[config.mk]
export PLATFORM = sky130hd
export DESIGN_NAME = cgr_regs
export DESIGN_NICKNAME = d
export VERILOG_FILES = /design/src/hdl/cgr_pkg.sv /design/src/hdl/cgr_gate_if.sv /design/src/hdl/cgr_clk_gate.sv /design/src/hdl/cgr_regs.sv
export VERILOG_INCLUDE_DIRS = /design/src /design/src/hdl
export SDC_FILE = /design/constraint.sdc
export NUM_CORES = 1
export LEC_CHECK = 0
export ABC_AREA = 1
export BUFFER_PORTS_ARGS = -buffer_cell sky130_fd_sc_hd__buf_2
export CORE_MARGIN = 4
export CORE_UTILIZATION = 36
export CTS_CLUSTER_SIZE = 20
export DETAILED_ROUTE_END_ITERATION = 10
export PLACE_DENSITY = 0.59
export SLEW_MARGIN = 20
export SYNTH_ARGS = -nofsm -noshare
export SYNTH_HDL_FRONTEND = slang
export SYNTH_HIERARCHICAL = 1
export SYNTH_SLANG_ARGS = --single-unit
[constraint.sdc]
create_clock -name clock -period 2.74 [get_ports clock]
set_clock_uncertainty 0.2 [all_clocks]
set_input_delay 0.274 -clock clock [delete_from_list [all_inputs] [get_ports clock]]
set_output_delay 0.274 -clock clock [all_outputs]
set_load 0.02 [all_outputs]
[src/hdl/cgr_defines.svh]
`ifndef CGR_DEFINES_SVH
`define CGR_DEFINES_SVH

// ----------------------------------------------------------------
// Register offsets and access codes.
// ----------------------------------------------------------------
`define CGR_OFS_FREQ_LOCK     7'h00
`define CGR_OFS_PCI_EN        7'h01
`define CGR_OFS_CPU_REF_USB   7'h02
`define CGR_OFS_FREE_DRIVE    7'h03
`define CGR_NUM_REGS          8'h04
`define CGR_CMD_BLOCK         8'h00
`define CGR_CMD_BYTE_BIT      7

// ----------------------------------------------------------------
// Field positions.
// ----------------------------------------------------------------
`define CGR_B0_WDIS           7
`define CGR_B0_PCI7           5
`define CGR_B0_FS_MSB         4
`define CGR_B0_FS_LSB         1
`define CGR_B0_WEN            0
`define CGR_B3_PCI_DRIVE_STRENGTH        7
`define CGR_B3_COMBO_DRV      6

// ----------------------------------------------------------------
// Reset values; frequency select bits come from the straps.
// ----------------------------------------------------------------
`define CGR_B0_RST            8'h20
`define CGR_B1_RST            8'hff
`define CGR_B2_RST            8'hfe
`define CGR_B3_RST            8'h07

// ----------------------------------------------------------------
// Gated output channels.
// ----------------------------------------------------------------
`define CGR_NCH               19
`define CGR_CH_PCI_FREE       8
`define CGR_CH_REF_CLK_OUT_ZERO           9
`define CGR_CH_FLOPPY         12
`define CGR_CH_USB            13
`define CGR_CH_COMBO1         14
`define CGR_CH_CPU0           17

`endif

[src/hdl/cgr_pkg.sv]
`default_nettype none

package cgr_pkg;

    typedef logic [7:0] cgr_byte_t;

    typedef enum logic [1:0] {
        cgr_idle  = 2'b00,
        cgr_byte  = 2'b01,
        cgr_block = 2'b10,
        cgr_none  = 2'b11
    } cgr_mode_t;

endpackage

`default_nettype wire

[src/hdl/cgr_gate_if.sv]
`default_nettype none

interface cgr_gate_if #(parameter int N = 19);
    logic [N-1:0] src;
    logic [N-1:0] en;
    logic [N-1:0] out;
    logic [N-1:0] out_n;

    modport core (input src, input en, output out, output out_n);
    modport ctrl (output src, output en, input out, input out_n);
endinterface

`default_nettype wire

[src/hdl/cgr_clk_gate.sv]
`default_nettype none

module cgr_clk_gate #(
    parameter int N = 19
) (
    input  wire logic    clock,
    input  wire logic    nrst,
    input  wire logic    ce,
    cgr_gate_if.core     gif
);
    import cgr_pkg::*;

    // ----------------------------------------------------------------
    // Per channel: filter the source, move the enable while it is low.
    // ----------------------------------------------------------------
    genvar i;
    generate
        for (i = 0; i < N; i++) begin : g_ch
            logic s1_q, s2_q, s3_q, lvl_q, app_q, out_q, outn_q;
            logic s1_d, s2_d, s3_d, lvl_d, app_d, out_d, outn_d;

            always_comb begin
                s1_d   = gif.src[i];
                s2_d   = s1_q;
                s3_d   = s2_q;
                lvl_d  = (s2_q == s3_q) ? s3_q : lvl_q;
                app_d  = lvl_q ? app_q : gif.en[i];
                out_d  = lvl_q & app_q;
                outn_d = ~(lvl_q & app_q);
            end

            always_ff @(posedge clock) begin
                if (!nrst) begin
                    s1_q   <= 1'b0;
                    s2_q   <= 1'b0;
                    s3_q   <= 1'b0;
                    lvl_q  <= 1'b0;
                    app_q  <= 1'b0;
                    out_q  <= 1'b0;
                    outn_q <= 1'b1;
                end else if (ce) begin
                    s1_q   <= s1_d;
                    s2_q   <= s2_d;
                    s3_q   <= s3_d;
                    lvl_q  <= lvl_d;
                    app_q  <= app_d;
                    out_q  <= out_d;
                    outn_q <= outn_d;
                end
            end

            assign gif.out[i]   = out_q;
            assign gif.out_n[i] = outn_q;
        end
    endgenerate

endmodule

`default_nettype wire

[src/hdl/cgr_regs.sv]
`include "cgr_defines.svh"
`default_nettype none

module cgr_regs (
    input  wire logic              clock,
    input  wire logic              nrst,
    input  wire logic              ce,
    input  wire logic              cmd_valid,
    input  wire cgr_pkg::cgr_byte_t cmd_byte,
    input  wire logic              wr_valid,
    input  wire cgr_pkg::cgr_byte_t wr_data,
    input  wire logic              rd_req,
    input  wire logic              txn_stop,
    input  wire logic [3:0]        fs_strap,
    input  wire logic              pci_stop_pin,
    input  wire logic [18:0]       clk_src,
    output var  cgr_pkg::cgr_byte_t rd_data,
    output var  logic              rd_valid,
    output var  logic              wr_ack,
    output var  logic              freq_sel_bit3,
    output var  logic              freq_sel_bit2,
    output var  logic              freq_sel_bit1,
    output var  logic              freq_sel_bit0,
    output var  logic              pci_drive_strength,
    output var  logic              combo_clk_drive_strength,
    output var  logic              pci_clk_out_zero,
    output var  logic              pci_clk_out_one,
    output var  logic              pci_clk_out_two,
    output var  logic              pci_clk_out_three,
    output var  logic              pci_clk_out_four,
    output var  logic              pci_clk_out_five,
    output var  logic              pci_clk_out_six,
    output var  logic              pci_clk_out_seven,
    output var  logic              pci_clk_free_out,
    output var  logic              ref_clk_out_zero,
    output var  logic              ref_clk_out_one,
    output var  logic              ref_clk_out_two,
    output var  logic              floppy_clk_out,
    output var  logic              usb_clk_out,
    output var  logic              combo_clk_out_one,
    output var  logic              combo_clk_out_two,
    output var  logic              combo_clk_out_three,
    output var  logic              cpu_true_output_zero,
    output var  logic              cpu_complement_output_zero,
    output var  logic              cpu_true_output_one,
    output var  logic              cpu_complement_output_one
);
    import cgr_pkg::*;

    // ----------------------------------------------------------------
    // Strap and stop pin synchronisers.
    // ----------------------------------------------------------------
    logic [3:0] fs1_q, fs2_q, fs3_q, fsf_q, fsf_d;
    logic       st1_q, st2_q, st3_q, stf_q, stf_d;

    always_comb begin
        fsf_d = (fs2_q == fs3_q) ? fs3_q : fsf_q;
        stf_d = (st2_q == st3_q) ? st3_q : stf_q;
    end

    always_ff @(posedge clock) begin
        if (ce) begin
            fs1_q <= fs_strap;
            fs2_q <= fs1_q;
            fs3_q <= fs2_q;
            fsf_q <= fsf_d;
        end
    end

    always_ff @(posedge clock) begin
        if (!nrst) begin
            st1_q <= 1'b0;
            st2_q <= 1'b0;
            st3_q <= 1'b0;
            stf_q <= 1'b0;
        end else if (ce) begin
            st1_q <= pci_stop_pin;
            st2_q <= st1_q;
            st3_q <= st2_q;
            stf_q <= stf_d;
        end
    end

    // ----------------------------------------------------------------
    // Register file and transaction tracking.
    // ----------------------------------------------------------------
    cgr_byte_t regs_q [4];
    cgr_byte_t regs_d [4];
    cgr_byte_t b0_rst;
    cgr_mode_t mode_q, mode_d;
    logic [6:0] idx_q, idx_d;
    cgr_byte_t cnt_q, cnt_d;
    logic       seen_q, seen_d;
    logic       unlock_q, unlock_d;
    cgr_byte_t rdat_q, rdat_d;
    logic       rval_q, rval_d;
    logic       ack_q, ack_d;
    logic       allow;
    logic       wdis;

    function automatic cgr_byte_t rd_reg(input logic [6:0] ofs);
        rd_reg = (ofs < 7'(`CGR_NUM_REGS)) ? regs_q[ofs[1:0]] : 8'h00;
    endfunction

    always_comb begin
        wdis   = regs_q[0][`CGR_B0_WDIS];
        allow  = unlock_q & ~wdis;
        b0_rst = `CGR_B0_RST;
        b0_rst[`CGR_B0_FS_MSB:`CGR_B0_FS_LSB] = fsf_q;
        regs_d   = regs_q;
        mode_d   = mode_q;
        idx_d    = idx_q;
        cnt_d    = cnt_q;
        seen_d   = seen_q;
        unlock_d = unlock_q;
        rdat_d   = rdat_q;
        rval_d   = 1'b0;
        ack_d    = 1'b0;
        if (cmd_valid) begin
            seen_d = 1'b0;
            idx_d  = 7'h00;
            if (cmd_byte[`CGR_CMD_BYTE_BIT]) begin
                mode_d = cgr_byte;
                idx_d  = cmd_byte[6:0];
            end else if (cmd_byte == `CGR_CMD_BLOCK) begin
                mode_d   = cgr_block;
                unlock_d = regs_q[0][`CGR_B0_WEN];
            end else begin
                mode_d = cgr_none;
            end
        end else if (wr_valid) begin
            ack_d = 1'b1;
            case (mode_q)
                cgr_byte, cgr_block: begin
                    if (mode_q == cgr_block && !seen_q) begin
                        cnt_d  = wr_data;
                        seen_d = 1'b1;
                    end else if ((mode_q == cgr_byte && !seen_q) ||
                                 (mode_q == cgr_block &&
                                  {1'b0, idx_q} < cnt_q)) begin
                        seen_d = 1'b1;
                        if (mode_q == cgr_block) begin
                            idx_d = idx_q + 7'h01;
                        end
                        if (idx_q < 7'(`CGR_NUM_REGS) && !wdis) begin
                            if (allow) begin
                                regs_d[idx_q[1:0]] = wr_data;
                            end else if (idx_q == `CGR_OFS_FREQ_LOCK) begin
                                regs_d[0][`CGR_B0_WEN] =
                                    wr_data[`CGR_B0_WEN];
                            end
                        end
                    end
                end
                default: begin
                end
            endcase
        end else if (rd_req) begin
            rval_d = 1'b1;
            case (mode_q)
                cgr_byte: rdat_d = rd_reg(idx_q);
                cgr_block: begin
                    if (!seen_q) begin
                        rdat_d = `CGR_NUM_REGS;
                        seen_d = 1'b1;
                    end else begin
                        rdat_d = rd_reg(idx_q);
                        idx_d  = idx_q + 7'h01;
                    end
                end
                default: rdat_d = 8'h00;
            endcase
        end else if (txn_stop) begin
            mode_d = cgr_idle;
        end
    end

    always_ff @(posedge clock) begin
        if (!nrst) begin
            regs_q[0] <= b0_rst;
            regs_q[1] <= `CGR_B1_RST;
            regs_q[2] <= `CGR_B2_RST;
            regs_q[3] <= `CGR_B3_RST;
            mode_q    <= cgr_idle;
            idx_q     <= 7'h00;
            cnt_q     <= 8'h00;
            seen_q    <= 1'b0;
            unlock_q  <= 1'b0;
            rdat_q    <= 8'h00;
            rval_q    <= 1'b0;
            ack_q     <= 1'b0;
        end else if (ce) begin
            regs_q   <= regs_d;
            mode_q   <= mode_d;
            idx_q    <= idx_d;
            cnt_q    <= cnt_d;
            seen_q   <= seen_d;
            unlock_q <= unlock_d;
            rdat_q   <= rdat_d;
            rval_q   <= rval_d;
            ack_q    <= ack_d;
        end
    end

    // ----------------------------------------------------------------
    // Output enables and gating.
    // ----------------------------------------------------------------
    cgr_gate_if #(.N(`CGR_NCH)) gif ();
    logic [`CGR_NCH-1:0] en;
    logic [7:0]          pci_stop_mask;

    always_comb begin
        pci_stop_mask = {8{stf_q}} & ~{2'b00, regs_q[3][5:3], 3'b000};
        en = '0;
        en[7:0] = {regs_q[0][`CGR_B0_PCI7], regs_q[1][6:0]}
                  & ~pci_stop_mask;
        en[`CGR_CH_PCI_FREE] = regs_q[1][7];
        en[`CGR_CH_REF_CLK_OUT_ZERO+2:`CGR_CH_REF_CLK_OUT_ZERO] = regs_q[2][5:3];
        en[`CGR_CH_FLOPPY]   = regs_q[2][2];
        en[`CGR_CH_USB]      = regs_q[2][1];
        en[`CGR_CH_COMBO1+2:`CGR_CH_COMBO1] = regs_q[3][2:0];
        en[`CGR_CH_CPU0+1:`CGR_CH_CPU0] = regs_q[2][7:6];
    end

    assign gif.src = clk_src;
    assign gif.en  = en;

    cgr_clk_gate #(.N(`CGR_NCH)) u_gate (
        .clock (clock),
        .nrst  (nrst),
        .ce    (ce),
        .gif   (gif)
    );

    assign rd_data                    = rdat_q;
    assign rd_valid                   = rval_q;
    assign wr_ack                     = ack_q;
    assign freq_sel_bit3              = regs_q[0][4];
    assign freq_sel_bit2              = regs_q[0][3];
    assign freq_sel_bit1              = regs_q[0][2];
    assign freq_sel_bit0              = regs_q[0][1];
    assign pci_drive_strength         = regs_q[3][`CGR_B3_PCI_DRIVE_STRENGTH];
    assign combo_clk_drive_strength   = regs_q[3][`CGR_B3_COMBO_DRV];
    assign pci_clk_out_zero           = gif.out[0];
    assign pci_clk_out_one            = gif.out[1];
    assign pci_clk_out_two            = gif.out[2];
    assign pci_clk_out_three          = gif.out[3];
    assign pci_clk_out_four           = gif.out[4];
    assign pci_clk_out_five           = gif.out[5];
    assign pci_clk_out_six            = gif.out[6];
    assign pci_clk_out_seven          = gif.out[7];
    assign pci_clk_free_out           = gif.out[`CGR_CH_PCI_FREE];
    assign ref_clk_out_zero           = gif.out[`CGR_CH_REF_CLK_OUT_ZERO];
    assign ref_clk_out_one            = gif.out[`CGR_CH_REF_CLK_OUT_ZERO+1];
    assign ref_clk_out_two            = gif.out[`CGR_CH_REF_CLK_OUT_ZERO+2];
    assign floppy_clk_out             = gif.out[`CGR_CH_FLOPPY];
    assign usb_clk_out                = gif.out[`CGR_CH_USB];
    assign combo_clk_out_one          = gif.out[`CGR_CH_COMBO1];
    assign combo_clk_out_two          = gif.out[`CGR_CH_COMBO1+1];
    assign combo_clk_out_three        = gif.out[`CGR_CH_COMBO1+2];
    assign cpu_true_output_zero       = gif.out[`CGR_CH_CPU0];
    assign cpu_complement_output_zero = gif.out_n[`CGR_CH_CPU0];
    assign cpu_true_output_one        = gif.out[`CGR_CH_CPU0+1];
    assign cpu_complement_output_one  = gif.out_n[`CGR_CH_CPU0+1];

endmodule

`default_nettype wire

==> reports/metrics.csv <==
metric,value,unit
Antenna Nets Post-Route,0,
Worst-Skew Late Latency,0.44,ns
diode count,0,
critical path data arrival time,2.65,ns
vias per cell,4.767,
area grow syn2layout,15.61,%
iteration-0 DRC count of the detailed router,552,
Setup Crit Path Kind,reg2reg,
syn avg cell area,7.248,µm²
Worst path top cell family by delay,simple AND/OR/NAND/NOR gates,
element type at the critical path start,flip-flop,
"CTS clk-pin slew, worst paths",0.08,ns
CTS tree,built,
fraction of layout cells with a size suffix above 1,0.1091,
Placer Congestion,0.8976,
Placeable Area,23750,µm²
GRT overflow,0,
initial core utilization,0.3695,
CP max stage cell,dfxtp_1,
dpl cells,1543,
period utilization,0.9065,
DP HPWL,14.54,mm
hold slack,0.03585,ns
IO Count,84,
Slew HR,0.3376,
DIE WIDTH,164.1,µm
cell internal pwr,4.538,mW
NetSw,1.654,mW
Clock Power Share,0.394,
Net Sw Frac,0.2672,
Final Routed Wirelength,21.42,mm
Die Area,26940,µm²
"Data required, critical path",2.91,ns
Mapped Nets,1270,
initial antenna violation count,0,
crit path cell chain,ha_1 -> nand2_1 -> inv_1 -> nand2_1 -> nand2_1 -> nand2_1 -> nand2_1 -> nand2_2 -> nand3_1 -> nand2_1 -> inv_1 -> nor2_1,
CP most frequent cell,nand2_1,
vias in the first global route,6923,
Max Cap Viol,0,
number of buffers added on ports,83,
drt drc,0,
vias,7679,
"Max FO, Critical Path",24,
slowest cell delay on critical path,0.50,ns
die height,164.1,µm
Synth Instances,1211,
TritonRoute pass-1 iters,7,
Slew @ Worst Pin,0.9922,ns
maximum clock insertion buffer count,2,
first-pass GRT wire length,34.73,mm
Synth warnings,6,
Total GRT Usage,0.1595,
endpoints failing setup,0,
H-tree depth,4,
power per cell area,610.2,nW/µm²
Fin. Hold Viols,0,
Num CTS Buffers,17,
final net count,1338,
fin crit period,2.484,ns
Post-Syn Area,8777,µm²
Seq pwr share,0.499,
Finished Layout Cells,1611,
Hold Path Class,in2reg,
Crit. End Element,flip-flop,
CP bufs+invs,2,
Comb pwr share,0.107,
CTS root buf,clkbuf_16,
RSZ-0062 raised after global routing,no,
IR Drop Worst-Case VDD,342.9,µV
Routed WL per cell,13.30,µm
largest net degree at the start of global routing,110,
Fmax,402.6,MHz
Slew Limit Fails,0,
Sink Count,197,
row count,56,
outcome,"complete, no violations",
setup_tns,0,ns
P_leak,4.668,nW
-- power by group through the flow --
| stage | registers [mW] | clock network, mW | logic (mW) |
|---|---|---|---|
| after floorplan | 3.15 | 0 | 0.463 |
| after global placement | 3.16 | 0 | 0.616 |
| after detailed placement | 3.16 | 0 | 0.621 |
| after CTS | 3.09 | 2.51 | 0.664 |
| after global routing | 3.10 | 2.62 | 0.750 |
| final | 3.09 | 2.44 | 0.664 |
-- repair_timing --
| action | in CTS | in global routing |
|---|---|---|
| hold buffers | 36 | 0 |
| setup buffers | 0 | 0 |
| hold endpoints to repair | 46 | 0 |
| resized for setup | 0 | 1 |
| setup endpoints to repair | 0 | 6 |
-- tightest hold or removal path, stage by stage --
cell	delay, ns
buf_2	0.16
nand4_1	0.11
nand3_1	0.07
-- metal layers --
metal / vias up / routed length [µm] / GRT usage
met5: - / 0 / 0
met4: 0 / 267 / 0.04117
li1: 3949 / - / -
met2: 206 / 9615 / 0.2470
met1: 3500 / 10100 / 0.2227
met3: 24 / 1435 / 0.03965
-- sequential cells by signal, summed over array words and instances, names as in the netlist, 7 cells and up --
name               flops
u_gate/g_ch.app_q     19
u_gate/g_ch.lvl_q     19
u_gate/g_ch.out_q     19
u_gate/g_ch.s1_q      19
u_gate/g_ch.s2_q      19
u_gate/g_ch.s3_q      19
regs_q                15
en                    11
cnt_q                  8
rd_data                8
idx_q                  7
-- placed cells by master (no fill, tap or decap), types with 4 or more instances in the layout --
master / count
ha_1: 12
clkbuf_16: 18
dlygate4sd3_1: 36
nand4_1: 30
inv_1: 119
o21ai_0: 83
a21oi_1: 104
nor2_1: 166
buf_2: 81
inv_2: 4
buf_4: 15
nand2_1: 327
edfxtp_1: 20
nand3_1: 53
xor2_1: 4
dfxtp_1: 177
nor4_1: 4
-- through the flow --
step | utilization | setup WS [ns] | power (mW) | instance area (µm²)
2_1_floorplan | - | 0.6978 | 3.613 | 8777
3_3_place_gp | 0.3874 | 0.3436 | 3.772 | 9203
3_5_place_dp | 0.3874 | 0.2675 | 3.780 | 9203
4_1_cts | 0.4269 | 0.2259 | 6.266 | 10140
5_1_grt | 0.4272 | 0.02009 | 6.474 | 10150
6_report | 0.4272 | 0.2561 | 6.192 | 10150
-- worst paths after layout --
path | slack, ns | startpoint | cells after the start | to
hold reg to reg | 0.22 | fs1_q[0] | 0 | fs2_q[0]
setup / recovery | 0.26 | idx_q[2] | 12 | pci_drive_strength
setup reg to reg | 0.26 | idx_q[2] | 12 | pci_drive_strength
hold / removal | 0.04 | wr_data[1] | 3 | en[13]
-- cell type report --
type / count / area (µm²)
clock buffers: 20 / 467.9
clock inverters: 12 / 110.1
fillers: 2414 / 13610
inverters: 125 / 469.2
multi-input cells: 804 / 3638
flip-flops and latches: 197 / 4144
well taps: 319 / 399.1
repair buffers: 134 / 918.4
Note: power is estimated with default switching activity, not from simulation.
